## src/pkg/sbrc_defs.svh

```systemverilog
`ifndef SBRC_DEFS_SVH
`define SBRC_DEFS_SVH

// Register offsets on the host register port
`define SBRC_OFS_SRC 8'h0C
`define SBRC_OFS_DIV 8'h10
`define SBRC_OFS_CTL 8'h20
`define SBRC_OFS_CNT 8'h24

// Reset values
`define SBRC_RST_SRC 32'h0000_0000
`define SBRC_RST_DIV 32'h0000_0505
`define SBRC_RST_CTL 32'h0003_FFFE

// Buffer control word field positions
`define SBRC_CTL_THR_MSB 17
`define SBRC_CTL_INBLK 18
`define SBRC_CTL_FLUSH 19
`define SBRC_CTL_WID_LSB 20
`define SBRC_CTL_WID_MSB 21
`define SBRC_CTL_OVF 24
`define SBRC_CTL_UNF 25

// Source select and divisor field positions
`define SBRC_SRC0_LSB 0
`define SBRC_SRC1_LSB 4
`define SBRC_DIV0_LSB 0
`define SBRC_DIV1_LSB 8

// Buffer capacity in sample values, and channel count
`define SBRC_DEPTH 262144
`define SBRC_NCH 12

// Generator ticks per sample at unity divide factor
`define SBRC_PRESCALE 512

// Clock period and flush hold time, both in ns
`define SBRC_CLK_NS 25
`define SBRC_FLUSH_NS 10000
`define SBRC_FLUSH_CYC (`SBRC_FLUSH_NS / `SBRC_CLK_NS)

`endif

```

## src/pkg/sbrc_pkg.sv

```systemverilog
package sbrc_pkg;

	// Host register request, one cycle per access
	typedef struct packed {
		logic wr;
		logic rd;
		logic [7:0] addr;
		logic [31:0] wdata;
	} sbrc_req_t;

	// One tagged sample from the converter channels
	typedef struct packed {
		logic valid;
		logic [4:0] chan;
		logic [23:0] data;
	} sbrc_sample_t;

	// Rate source codes of a channel group
	typedef enum logic [3:0] {
		SBRC_SRC_GEN_A = 4'h0,
		SBRC_SRC_GEN_B = 4'h1,
		SBRC_SRC_EXT_GEN = 4'h4,
		SBRC_SRC_EXT_DIRECT = 4'h5,
		SBRC_SRC_OFF_A = 4'h6,
		SBRC_SRC_OFF_B = 4'h7
	} sbrc_src_t;

	// Converter clocking modes picked by the divisor code
	typedef enum logic [1:0] {
		SBRC_MODE_LOW,
		SBRC_MODE_MID,
		SBRC_MODE_HIGH
	} sbrc_mode_t;

	// Flush sequencer states
	typedef enum logic {
		SBRC_FL_IDLE,
		SBRC_FL_HOLD
	} sbrc_fl_t;

endpackage

```

## src/logic/sbrc_top.sv

```systemverilog
// Operation
// RULE1: 18-bit threshold, control word resets 0003FFFE
// RULE2: Flag high when fill count exceeds threshold
// RULE3: Zero threshold, flag fall is empty event
// RULE4: Software picks rising or falling flag event
// RULE5: Flush empties, holds 10 us, self-clears
// RULE6: Intake block stops writes, keeps contents
// RULE7: Width code selects 16/18/20/24 data bits
// RULE8: Flag overflow on full write, underflow empty
// RULE9: Error flags stick until written zero
// RULE10: Read-only fill count register
// RULE11: Host sync flushes when flush-on-sync enabled
// RULE12: Software flushes to start, blocks to stop
// RULE13: Source codes in bits 3:0 and 7:4
// RULE14: Source codes: A, B, external, direct, off
// RULE15: Disabled group delivers no samples
// RULE16: Scan sync clocks all from channel 00
// RULE17: Channels split into two equal halves
// RULE18: Divisor codes bits 7:0, 15:8, reset 0505
// RULE19: Factor is code, or half when zero
// RULE20: External generator clock 25.6 to 51.2 MHz
// RULE21: Divisor code also picks clocking mode
// RULE22: Rate is generator over 512 times factor
// RULE23: Buffer holds 256K sample values
// RULE24: Sample on full is discarded
`timescale 1ns/100ps
`include "sbrc_defs.svh"

module sbrc_top #(
	parameter int DEPTH = `SBRC_DEPTH,
	parameter int NCH = `SBRC_NCH,
	parameter int CW = $clog2(DEPTH + 1)
) (
	// Clock and reset
	input wire logic mclk,
	input wire logic rst_b,
	// Host register port
	input wire sbrc_pkg::sbrc_req_t reg_req,
	output logic [31:0] reg_rdata,
	// Loose control bits from the board control word
	input wire logic host_sync_pulse,
	input wire logic flush_on_sync,
	input wire logic scan_sync_sel,
	input wire logic edge_sel_fall,
	// Clock sources
	input wire logic gen_a_tick,
	input wire logic gen_b_tick,
	input wire logic ext_clk_pin,
	// Converter samples and buffer read side
	input wire sbrc_pkg::sbrc_sample_t smp,
	input wire logic buf_rd,
	// Buffer write side
	output logic buf_wr_en,
	output logic [31:0] buf_wr_word,
	output logic buf_flush,
	// Threshold flag and events
	output logic thr_flag,
	output logic thr_evt,
	output logic empty_evt,
	// Converter clocks
	output logic [1:0] conv_tick,
	output logic [1:0] conv_mode0,
	output logic [1:0] conv_mode1
);

	localparam int FLUSH_CYC = `SBRC_FLUSH_CYC;
	localparam logic [4:0] HALF = 5'(NCH / 2);

	// Control registers
	logic [7:0] src_sel;
	logic [15:0] div_codes;
	logic [17:0] thr;
	logic inblk;
	logic [1:0] wid;
	logic ovf;
	logic unf;
	logic [7:0] next_src_sel;
	logic [15:0] next_div_codes;
	logic [17:0] next_thr;
	logic next_inblk;
	logic [1:0] next_wid;
	logic next_ovf;
	logic next_unf;
	logic [31:0] next_rdata;

	// Flush sequencer
	sbrc_pkg::sbrc_fl_t fl_state;
	sbrc_pkg::sbrc_fl_t next_fl_state;
	logic [8:0] fl_cnt;
	logic [8:0] next_fl_cnt;
	logic fl_req;

	// Datapath
	logic next_wr_en;
	logic [31:0] next_wr_word;
	logic next_thr_flag;
	logic next_thr_evt;
	logic next_empty_evt;
	logic [1:0] next_conv_tick;
	logic arrive;
	logic accept;
	logic grp;
	logic [23:0] mask;

	// External clock pin synchroniser and edge detect
	logic ext_s1;
	logic ext_s2;
	logic ext_s3;
	logic ext_tick;

	// Submodule outputs
	logic [CW-1:0] fill_cnt;
	logic full;
	logic empty;
	logic [1:0] grp_off;
	logic [1:0] grp_tick;
	logic [1:0] mode0;
	logic [1:0] mode1;

	wire ctl_wr = reg_req.wr && (reg_req.addr == `SBRC_OFS_CTL);
	wire busy = (fl_state == sbrc_pkg::SBRC_FL_HOLD);

	assign ext_tick = ext_s2 && !ext_s3;

	// Fill level of the buffer
	sbrc_fill_ctr #(
		.DEPTH(DEPTH),
		.CW(CW)
	) u_fill (
		.mclk(mclk),
		.rst_b(rst_b),
		.push(accept),
		.pop(buf_rd),
		.clear(busy),
		.count(fill_cnt),
		.full(full),
		.empty(empty)
	);

	// One divider per channel group
	for (genvar g = 0; g < 2; g++) begin : g_grp
		logic [1:0] gmode;
		sbrc_rate_gen #(
			.PRESCALE(`SBRC_PRESCALE)
		) u_rate (
			.mclk(mclk),
			.rst_b(rst_b),
			.gen_a_tick(gen_a_tick),
			.gen_b_tick(gen_b_tick),
			.ext_tick(ext_tick),
			.src(src_sel[4*g +: 4]), // see RULE13
			.div(div_codes[8*g +: 8]), // see RULE18
			.off(grp_off[g]),
			.tick(grp_tick[g]),
			.mode(gmode)
		);
	end
	assign mode0 = g_grp[0].gmode;
	assign mode1 = g_grp[1].gmode;

	// Flush starts on a control write with the flush bit set, or on host sync when enabled
	assign fl_req = (ctl_wr && reg_req.wdata[`SBRC_CTL_FLUSH]) // see RULE5
		|| (host_sync_pulse && flush_on_sync); // see RULE11

	// Flush sequencer: hold the buffer empty for the pipeline drain time
	always_comb begin
		next_fl_state = fl_state;
		next_fl_cnt = fl_cnt;
		case (fl_state)
			sbrc_pkg::SBRC_FL_IDLE: begin
				if (fl_req) begin
					next_fl_state = sbrc_pkg::SBRC_FL_HOLD;
					next_fl_cnt = '0;
				end
			end
			sbrc_pkg::SBRC_FL_HOLD: begin
				// A new request while holding restarts the drain time
				if (fl_req) begin
					next_fl_cnt = '0;
				end else if (fl_cnt == 9'(FLUSH_CYC - 1)) begin
					next_fl_state = sbrc_pkg::SBRC_FL_IDLE; // see RULE5
				end else begin
					next_fl_cnt = fl_cnt + 9'd1;
				end
			end
			default: next_fl_state = sbrc_pkg::SBRC_FL_IDLE;
		endcase
	end

	always_ff @(posedge mclk or negedge rst_b) begin
		if (!rst_b) begin
			fl_state <= sbrc_pkg::SBRC_FL_IDLE;
			fl_cnt <= '0;
		end else begin
			fl_state <= next_fl_state;
			fl_cnt <= next_fl_cnt;
		end
	end

	// Register writes, sticky error flags and read data
	always_comb begin
		next_src_sel = src_sel;
		next_div_codes = div_codes;
		next_thr = thr;
		next_inblk = inblk;
		next_wid = wid;
		next_ovf = ovf;
		next_unf = unf;
		next_rdata = reg_rdata;
		if (reg_req.wr && reg_req.addr == `SBRC_OFS_SRC) begin
			next_src_sel = reg_req.wdata[7:0];
		end
		if (reg_req.wr && reg_req.addr == `SBRC_OFS_DIV) begin
			next_div_codes = reg_req.wdata[15:0];
		end
		if (ctl_wr) begin
			next_thr = reg_req.wdata[`SBRC_CTL_THR_MSB:0]; // see RULE1
			next_inblk = reg_req.wdata[`SBRC_CTL_INBLK];
			next_wid = reg_req.wdata[`SBRC_CTL_WID_MSB:`SBRC_CTL_WID_LSB];
			// Writing zero clears; writing one leaves the flag alone
			next_ovf = ovf && reg_req.wdata[`SBRC_CTL_OVF]; // see RULE9
			next_unf = unf && reg_req.wdata[`SBRC_CTL_UNF];
		end
		// Set wins over a clear in the same cycle
		if (arrive && full) begin
			next_ovf = 1'b1; // see RULE8
		end
		if (buf_rd && empty) begin
			next_unf = 1'b1; // see RULE8
		end
		if (reg_req.rd) begin
			case (reg_req.addr)
				`SBRC_OFS_SRC: next_rdata = {24'h00_0000, src_sel};
				`SBRC_OFS_DIV: next_rdata = {16'h0000, div_codes};
				`SBRC_OFS_CTL: next_rdata = {6'h00, unf, ovf, 2'b00, wid, busy, inblk, thr};
				`SBRC_OFS_CNT: next_rdata = 32'(fill_cnt); // see RULE10
				default: next_rdata = 32'h0000_0000;
			endcase
		end
	end

	always_ff @(posedge mclk or negedge rst_b) begin
		if (!rst_b) begin
			src_sel <= 8'(`SBRC_RST_SRC);
			div_codes <= 16'(`SBRC_RST_DIV); // see RULE18
			thr <= 18'(`SBRC_RST_CTL);
			inblk <= 1'b0;
			wid <= 2'b00;
			ovf <= 1'b0;
			unf <= 1'b0;
			reg_rdata <= 32'h0000_0000;
		end else begin
			src_sel <= next_src_sel;
			div_codes <= next_div_codes;
			thr <= next_thr;
			inblk <= next_inblk;
			wid <= next_wid;
			ovf <= next_ovf;
			unf <= next_unf;
			reg_rdata <= next_rdata;
		end
	end

	// Upper half of the channels forms group 1
	assign grp = (smp.chan >= HALF); // see RULE17
	// Blocked, flushing or disabled-group samples never reach the buffer
	assign arrive = smp.valid && !grp_off[grp] && !inblk && !busy; // see RULE6 RULE15
	// Full buffer drops the sample; only the overflow flag records it
	assign accept = arrive && !full; // see RULE24

	// Right-justified field width; pad bits above are zero
	always_comb begin
		case (wid)
			2'd0: mask = 24'h00_FFFF; // see RULE7
			2'd1: mask = 24'h03_FFFF;
			2'd2: mask = 24'h0F_FFFF;
			default: mask = 24'hFF_FFFF;
		endcase
	end

	// Buffer write word, flag, events and converter clocks
	always_comb begin
		next_wr_en = accept;
		next_wr_word = {3'b000, smp.chan, smp.data & mask};
		// Compared at full width: a small buffer must not truncate the limit
		next_thr_flag = (32'(fill_cnt) > 32'(thr)); // see RULE2
		// Event edge chosen by software
		next_thr_evt = edge_sel_fall ? (thr_flag && !next_thr_flag)
			: (!thr_flag && next_thr_flag); // see RULE4
		next_empty_evt = (thr == 18'h0_0000) && thr_flag && !next_thr_flag; // see RULE3
		// Scan sync drives every converter from the group 0 clock
		next_conv_tick = scan_sync_sel ? {2{grp_tick[0]}} : grp_tick; // see RULE16
	end

	always_ff @(posedge mclk or negedge rst_b) begin
		if (!rst_b) begin
			buf_wr_en <= 1'b0;
			buf_wr_word <= 32'h0000_0000;
			buf_flush <= 1'b0;
			thr_flag <= 1'b0;
			thr_evt <= 1'b0;
			empty_evt <= 1'b0;
			conv_tick <= 2'b00;
			conv_mode0 <= 2'b00;
			conv_mode1 <= 2'b00;
			ext_s1 <= 1'b0;
			ext_s2 <= 1'b0;
			ext_s3 <= 1'b0;
		end else begin
			buf_wr_en <= next_wr_en;
			buf_wr_word <= next_wr_word;
			buf_flush <= busy;
			thr_flag <= next_thr_flag;
			thr_evt <= next_thr_evt;
			empty_evt <= next_empty_evt;
			conv_tick <= next_conv_tick;
			conv_mode0 <= mode0;
			conv_mode1 <= scan_sync_sel ? mode0 : mode1;
			ext_s1 <= ext_clk_pin;
			ext_s2 <= ext_s1;
			ext_s3 <= ext_s2;
		end
	end
endmodule

```

## src/logic/sbrc_fill_ctr.sv

```systemverilog
`timescale 1ns/100ps

// Occupancy counter of the acquisition buffer
module sbrc_fill_ctr #(
	parameter int DEPTH = 262144,
	parameter int CW = 19
) (
	// Clock and reset
	input wire logic mclk,
	input wire logic rst_b,
	// Buffer events
	input wire logic push,
	input wire logic pop,
	input wire logic clear,
	// Level
	output logic [CW-1:0] count,
	output logic full,
	output logic empty
);

	logic [CW-1:0] next_count;

	assign full = (count == CW'(DEPTH));
	assign empty = (count == '0);

	// Clear dominates; a push on full is dropped by the caller, never counted here
	always_comb begin
		next_count = count;
		if (clear) begin
			next_count = '0;
		end else if (push && !full && !(pop && !empty)) begin
			next_count = count + CW'(1);
		end else if (pop && !empty && !(push && !full)) begin
			next_count = count - CW'(1);
		end
	end

	// Count register
	always_ff @(posedge mclk or negedge rst_b) begin
		if (!rst_b) begin
			count <= '0;
		end else begin
			count <= next_count;
		end
	end
endmodule

```

## src/logic/sbrc_rate_gen.sv

```systemverilog
`timescale 1ns/100ps

// Sample clock enable for one channel group
module sbrc_rate_gen #(
	parameter int PRESCALE = 512
) (
	// Clock and reset
	input wire logic mclk,
	input wire logic rst_b,
	// Clock sources as one-cycle enables
	input wire logic gen_a_tick,
	input wire logic gen_b_tick,
	input wire logic ext_tick,
	// Group settings
	input wire logic [3:0] src,
	input wire logic [7:0] div,
	// Group clock
	output logic off,
	output logic tick,
	output logic [1:0] mode
);

	logic [16:0] cnt;
	logic [16:0] next_cnt;
	logic next_tick;
	logic [1:0] next_mode;
	logic src_tick;
	logic direct;
	logic [16:0] lim;

	// Source decode; reserved codes deliver no clock at all
	always_comb begin
		src_tick = 1'b0;
		direct = 1'b0;
		off = 1'b0;
		case (sbrc_pkg::sbrc_src_t'(src))
			sbrc_pkg::SBRC_SRC_GEN_A: src_tick = gen_a_tick; // see RULE14
			sbrc_pkg::SBRC_SRC_GEN_B: src_tick = gen_b_tick;
			sbrc_pkg::SBRC_SRC_EXT_GEN: src_tick = ext_tick;
			sbrc_pkg::SBRC_SRC_EXT_DIRECT: direct = 1'b1;
			sbrc_pkg::SBRC_SRC_OFF_A, sbrc_pkg::SBRC_SRC_OFF_B: off = 1'b1; // see RULE15
			default: src_tick = 1'b0;
		endcase
	end

	// Code zero halves the factor: half the prescale per sample
	assign lim = (div == 8'h00) ? 17'(PRESCALE / 2 - 1) : 17'(int'(div) * PRESCALE - 1); // see RULE19 RULE22

	// Divider and clocking mode
	always_comb begin
		next_cnt = cnt;
		next_tick = 1'b0;
		if (direct) begin
			next_cnt = '0;
			next_tick = ext_tick;
		end else if (src_tick) begin
			if (cnt >= lim) begin
				next_cnt = '0;
				next_tick = 1'b1;
			end else begin
				next_cnt = cnt + 17'd1;
			end
		end
		// Divisor code also steers the converter clocking mode
		if (div == 8'h00) begin
			next_mode = sbrc_pkg::SBRC_MODE_HIGH; // see RULE21
		end else if (div == 8'h01) begin
			next_mode = sbrc_pkg::SBRC_MODE_MID;
		end else begin
			next_mode = sbrc_pkg::SBRC_MODE_LOW;
		end
	end

	// Divider state and registered outputs
	always_ff @(posedge mclk or negedge rst_b) begin
		if (!rst_b) begin
			cnt <= '0;
			tick <= 1'b0;
			mode <= 2'd0;
		end else begin
			cnt <= next_cnt;
			tick <= next_tick;
			mode <= next_mode;
		end
	end
endmodule

```

## config.mk

```make
export PLATFORM = sky130hd
export DESIGN_NAME = sbrc_top
export DESIGN_NICKNAME = d
export VERILOG_FILES = /design/src/pkg/sbrc_pkg.sv /design/src/logic/sbrc_top.sv /design/src/logic/sbrc_fill_ctr.sv /design/src/logic/sbrc_rate_gen.sv
export VERILOG_INCLUDE_DIRS = /design/src /design/src/pkg
export SDC_FILE = /design/constraint.sdc
export NUM_CORES = 1
export LEC_CHECK = 0
export BUFFER_PORTS_ARGS = -buffer_cell sky130_fd_sc_hd__buf_2
export CAP_MARGIN = 20
export CORE_ASPECT_RATIO = 0.5
export CORE_MARGIN = 2
export CORE_UTILIZATION = 57
export CTS_CLUSTER_SIZE = 25
export DETAILED_ROUTE_END_ITERATION = 10
export HOLD_SLACK_MARGIN = 0.03
export PLACE_DENSITY = 0.83
export SLEW_MARGIN = 20
export SYNTH_ARGS = -nofsm -noshare
export SYNTH_HDL_FRONTEND = slang
export SYNTH_SLANG_ARGS = --single-unit
export TNS_END_PERCENT = 20
```

## constraint.sdc

```tcl
create_clock -name mclk -period 5.2 [get_ports mclk]
set_clock_uncertainty 0.1 [all_clocks]
set_input_delay 0.52 -clock mclk [delete_from_list [all_inputs] [get_ports mclk]]
set_output_delay 0.52 -clock mclk [all_outputs]
set_load 0.005 [all_outputs]
```

## After elaboration in Yosys (flattened, before gate mapping)

Cells that the tools add are included.

| cells by class | value |
|---|---|
| add/sub/neg operators | 7 |
| multiply operators | 0 |
| div/mod/pow operators | 0 |
| magnitude comparators | 5 |
| eq/ne operators | 22 |
| shift operators | 0 |
| muxes and demuxes | 46 |
| bitwise operators | 2 |
| reduce and logical (&&, ||, !) cells | 48 |

Operators with widths:

| operator | number |
|---|---|
| 17-bit 2-to-1 mux | 8 |
| 26-bit one-hot mux with 4 select lines | 1 |
| 24-bit one-hot mux with 3 select lines | 1 |
| 19-bit 2-to-1 mux | 3 |
| 17-bit by 1-bit adder with 17-bit output, second input constant | 2 |
| 17-bit greater-or-equal comparator | 2 |
| 17-bit by 1-bit subtractor with 17-bit output, second input constant | 2 |
| 4-bit by 3-bit == test with 1-bit output, second input constant | 8 |
| 9-bit 2-to-1 mux | 3 |
| 24-bit bitwise AND | 1 |
| 1-bit logical AND | 22 |
| 1-bit 2-to-1 mux | 22 |
| 19-bit by 1-bit adder with 19-bit output, second input constant | 1 |
| 19-bit == test, second input constant | 1 |
| 19-bit by 18-bit > comparator with 1-bit output | 1 |
| 19-bit logical NOT | 1 |
| 19-bit by 1-bit subtractor with 19-bit output, second input constant | 1 |
| 18-bit logical NOT | 1 |
| 9-bit one-hot mux with 2 select lines | 1 |
| 8-bit by 1-bit == test with 1-bit output, second input constant | 2 |
| 8-bit by 6-bit == test with 1-bit output, second input constant | 2 |
| 8-bit logical NOT | 2 |
| 1-bit logical NOT | 10 |
| 9-bit by 1-bit adder with 9-bit output, second input constant | 1 |
| other kinds (21) | 31 |

| storage, ports and cells | value |
|---|---|
| bits in registers | 191 |
| latch bits | 0 |
| bits in writable memories | 0 |
| memory bits (read-only) | 0 |
| input port bits | 82 |
| word-level logic and storage cells | 159 |
| memories kept | 0 |

## Longest topological paths before layout

| depth | value |
|---|---|
| depth in word-level cells | 16 |
| mapped depth | 14 |

## Hierarchy

Synthesis repeated with hierarchy kept, for this count alone.

| second synthesis, totals | value |
|---|---|
| cells, all modules | 971 |
| area total of the unflattened synthesis | 10,193.5 um^2 |

Modules (own cells, without submodules):

| module | times used | cells each | area an instance (um^2) |
|---|---|---|---|
| sbrc_top | 1 | 436 | 5,350.1 |
| sbrc_rate_gen | 2 | 165 | 1,552.7 |
| sbrc_fill_ctr | 1 | 205 | 1,737.9 |

## Least setup slack after synthesis

No wires, ideal clock.

| timing | value |
|---|---|
| path type | input -> register |
| from | input smp[26] (netlist bit) |
| to | register u_fill.count[18] |
| library setup time | 0.078 ns |
| arrival time | 4.134 ns |
| required time | 5.022 ns |
| path slack | 0.888 ns |
| cell stages on the path | 12 |
| path buffers | 0 |
| path through | a211oi_1 > nor4bb_1 > nor4bb_1 > nand4b_1 > fa_1 > a21o_1 > a221o_1 > a22oi_1 > o31ai_1 > xnor2_1 > or3b_1 > a21oi_1 |

| on the way | value |
|---|---|
| cells in the longest elaborated chain, start to end | 12 |
| elaborated cells between the ends (all ways) | 15 |
| those cells by class | 1 x order compare; 4 x mux; 10 x reduce/logical |

Ends and longest elaborated chain:

| item | RTL line | RTL |
|---|---|---|
| from (decl) | sbrc_top.sv:50 | `input wire sbrc_pkg::sbrc_sample_t smp,` |
| 5-bit by 3-bit greater-or-equal comparator with 1-bit output * | sbrc_top.sv:265 | `assign grp = (smp.chan >= HALF);` |
| 1-bit 2-to-1 mux (not written as such) * (2 in series) | sbrc_top.sv:267 | `assign arrive = smp.valid && !grp_off[grp] && !inblk && !busy;` |
| 1-bit logical NOT * | sbrc_top.sv:267 |  |
| 1-bit logical AND * (3 in series) | sbrc_top.sv:267 |  |
| 1-bit logical AND * | sbrc_top.sv:269 | `assign accept = arrive && !full;` |
| 1-bit logical AND * | sbrc_fill_ctr.sv:31, sbrc_fill_ctr.sv:33 |  |
| 1-bit logical AND or 1-bit logical NOT (tied branches) | sbrc_fill_ctr.sv:31, sbrc_fill_ctr.sv:33 |  |
| 19-bit 2-to-1 mux or 1-bit logical AND (tied branches) | sbrc_fill_ctr.sv:31, sbrc_fill_ctr.sv:33 |  |
| 19-bit 2-to-1 mux or 3-bit nonzero test (tied branches) | -- |  |
| to (signal assigned) | sbrc_fill_ctr.sv:43 | `count <= next_count;` |
| to (decl) | sbrc_fill_ctr.sv:16 | `output logic [CW-1:0] count,` |

Every way passes the cells marked *; elsewhere a longest branch is shown, timed or not. The select of a mux whose other input is x is not followed.
A chain may end at the register's enable or synchronous reset.

## Final worst setup path

| timing | value |
|---|---|
| from | register u_fill.count[2] |
| to | register u_fill.count[18] |

| on the way | value |
|---|---|
| cells in the longest elaborated chain, start to end | 7 |
| elaborated cells between the ends (all ways) | 17 |
| those cells by class | 2 x add/sub; 1 x eq/ne; 3 x mux; 11 x reduce/logical |

Ends and longest elaborated chain:

| item |
|---|
| parallel branches: the longest is 7 deep, another holds 19-bit by 1-bit subtractor with 19-bit output |

Parallel ways; which one is timed is not known. The select of a mux whose other input is x is not followed.

==> impl_metrics.py <==
metrics = {
    "synthesis": {
        "ys_async_sr_fraction_pct": 100,
        "ys_seq_area_share_pct": 47.1,
        "synth_top_cell_area_share_pct": 41.4,
        "synthTopCellsByArea": "dfrtp_1 41%, ha_1 7.8%, mux2_2 5.9%, dfstp_2 5.6%, nor2_1 2.9%",
        "ys_ff_latch": 183,
        "ys_types": 70,
        "ys.flop_type": "dfrtp_1",
        "synth_edf_count": 0,
        "netlist_instances": 949,
        "netlist_area_sq_um": 9790,
        "yosys.area.top_type": "dfrtp_1",
        "synth_warnings": 0,
        "syn_area_per_cell_sq_um": 10.3,
    },
    "sta": {
        "fin_setup_tns_ns": 0,
        "fin_crit_ns": 4.06,
        "timing.hold.ws_ns": 0.0724,
        "worst_pin_slew_ns": 1.06,
        "slew_headroom_pct": 29.4,
        "slew_viol_final": 0,
        "fmax_ghz": 0.246,
        "setup_viol": 0,
        "period_share_pct": 78.1,
        "rsz0062_at_grt": "false",
        "hold_violations": 0,
    },
    "placed_design": {
        "dpl.cell_count": 1294,
        "dpl.hpwl_microns": 17100,
        "portBuffers": 137,
        "gp_congestion": 0.876,
        "placed_area_sq_um": 10700,
    },
    "detailed_routing": {
        "routed_wirelength_microns": 24000,
        "dr.pass1.iters": 6,
        "ant_nets": 0,
        "viasPerCell": 6.05,
        "drtIter0Drc": 695,
        "drc": 0,
        "via_count": 8010,
        "wl_per_cell_microns": 18.1,
    },
    "setup_path": {
        "worstPathMaxFanout": 20,
        "critPathKind": "reg -> reg",
        "cp_num_buf_inv": 1,
        "slowest_stage": "dfrtp_1",
        "critPathArrivalTime_ns": 4.31,
        "endpoint_kind": "flip-flop",
        "crit_family": "simple AND/OR/NAND/NOR gates",
        "critPathMaxStageDelay_ns": 0.47,
        "rr_endpoint": "u_fill.count[18]",
        "ff2ff_path_depth": 13,
        "worstPathRequired_ns": 5.45,
        "reg2reg_slack_ns": 1.14,
        "r2r-start": "u_fill.count[2]",
        "setup.worst_path.start_class": "flip-flop",
        "path_cells": "nor4_1, nand2_1, or3_1, nand4b_1, buf_4, ha_1, a21o_1, a221o_1, a22oi_1, o31ai_1, xnor2_1, or3b_1, a21oi_1",
    },
    "min_path": {
        "hold_path_class": "in -> async",
    },
    "clock_network": {
        "holdBufCountCts": 0,
        "cts_setup_buffers": 0,
        "clkTransAtPathRegs_ns": 0.07,
        "cts_made_buffers": 17,
        "htree_levels": 4,
        "cts_resized": 0,
        "clock_path_buffers": 2,
        "cts_root_buffer": "clkbuf_16",
        "clk_latency_ns": 0.43,
        "clock_sinks": 183,
        "cts_tree": "built",
    },
    "final_layout": {
        "n_antenna_cell": 0,
        "drive_gt1_share_pct": 24.1,
        "area_delta_synth_final_pct": 15.1,
        "fin_util_pct": 67.9,
        "postLayoutCellArea_sq_um": 11300,
        "nFillCells": 1238,
        "nNetsFinal": 1230,
        "register_area_sq_um": 4610,
        "multi_input_comb_area_sq_um": 4830,
        "fin_cells": 1325,
    },
    "floorplan": {
        "core_area_sq_um": 16600,
        "die_area_sq_um": 18300,
        "die_y_microns": 96.7,
        "io_pins": 157,
        "placementRows": 33,
        "die_w_microns": 189,
        "initial_core_util_pct": 59.0,
    },
    "flow_run": {
        "drv_cap": 0,
    },
    "pwr": {
        "p_per_area_nw_per_um2": 302,
        "leakagePower_nw": 5.43,
        "ir_drop_mv": 0.223,
    },
    "global_routing": {
        "grt_use_total_pct": 27.1,
        "antenna_found_initial": 0,
        "grt_max_degree": 103,
        "grt_overflow": 0,
        "grt_pass1_wl_microns": 40000,
        "grt_pass1_vias": 8021,
    },
    "status": {
        "status": "finished clean",
    },
}
-- routing by layer --
metal / vias up / routed length (microns) / track usage [%]
li1: 3691 / - / -
met1: 3965 / 10400 / 35.3
met2: 299 / 11700 / 46.6
met3: 55 / 1360 / 3.85
met4: 0 / 537 / 9.42
met5: - / 0 / 0
-- flip-flops by register name (all words and copies together), names as in the netlist, 4 cells and up --
register / cells
src_sel: 8
u_fill.count: 19
thr: 18
g_grp.u_rate.mode: 4
fl_cnt: 9
div_codes: 16
g_grp.u_rate.cnt: 34
buf_wr_word: 29
reg_rdata: 24
-- stage by stage --
step | power (mW) | worst slack, ns
detailed placement | 2.17 | 0.907
floorplan | 1.99 | 0.888
global placement | 2.14 | 0.977
global route | 3.56 | 0.907
finish | 3.41 | 1.14
CTS | 3.42 | 1.16
-- how the worst max path moves through the flow --
stage	to	startpoint	depth (start not counted)
after floorplan	u_fill.count[18]	smp[26]	12
after global placement	u_fill.count[18]	smp[26]	15
after detailed placement	u_fill.count[18]	smp[26]	15
after CTS	u_fill.count[18]	u_fill.count[0]	13
after global routing	u_fill.count[18]	u_fill.count[2]	13
final	u_fill.count[18]	u_fill.count[2]	13
-- cells in the mapped netlist (7+ instances only) --
cell type	instances
a211oi_1	7
a21o_1	27
inv_1	59
a222oi_1	8
clkbuf_1	23
xnor2_1	14
mux2i_1	19
nand4_1	16
o21ai_0	42
a22oi_1	20
and3_1	13
nor3_1	23
nor4_1	13
nor2_1	76
dfrtp_1	162
dfstp_2	21
or3_1	10
a21oi_1	41
nand3_1	39
nand2b_1	8
buf_4	12
xor2_1	31
o22ai_1	13
mux2_2	51
ha_1	61
nor2b_1	9
nand2_1	51
-- cells by family after synthesis --
group | synth area share [%]
adder cells (fa/ha/maj) | 8.00
AO/OA/AOI/OAI | 13.8
AND/OR/NAND/NOR | 15.0
XOR/XNOR | 4.03
flip-flops | 47.1
other | 0.0383
multiplexers | 7.81
buffers and inverters | 4.27
-- cell usage in the layout, fill, tap and decap left out, types with 5 or more instances in the layout --
master	Yosys	final
a211oi_1	7	7
a21o_1	27	27
a21oi_1	41	40
a222oi_1	8	8
a22oi_1	20	20
and3_1	13	13
buf_2	1	136
buf_4	12	8
clkbuf_16	0	17
conb_1	1	11
dfrtp_1	162	162
dfstp_2	21	21
ha_1	61	61
inv_1	59	59
mux2_2	51	51
mux2i_1	19	19
nand2_1	51	51
nand2b_1	8	8
nand3_1	39	39
nand4_1	16	16
nor2_1	76	75
nor2b_1	9	9
nor3_1	23	21
nor4_1	13	13
o21a_1	6	6
o21ai_0	42	42
o21ai_1	5	5
o22ai_1	13	13
o31ai_1	5	5
or3_1	10	10
xnor2_1	14	14
xor2_1	31	31
-- cell type report --
class | instances | share of cell area [%]
clock buffers | 19 | 4.02
clock inverters | 12 | 0.966
inverters | 59 | 1.97
multi-input cells | 679 | 42.9
flip-flops and latches | 183 | 40.9
well taps | 227 | 2.52
repair buffers | 146 | 6.77
-- power breakdown --
| group | internal (mW) | switching (mW) | leakage, nW |
|---|---|---|---|
| logic | 0.220 | 0.291 | 2.80 |
| clock network | 0.652 | 0.597 | 0.269 |
| registers | 1.54 | 0.111 | 2.36 |
| total | 2.41 | 0.999 | 5.43 |
Power figures use the tool's default switching activity.
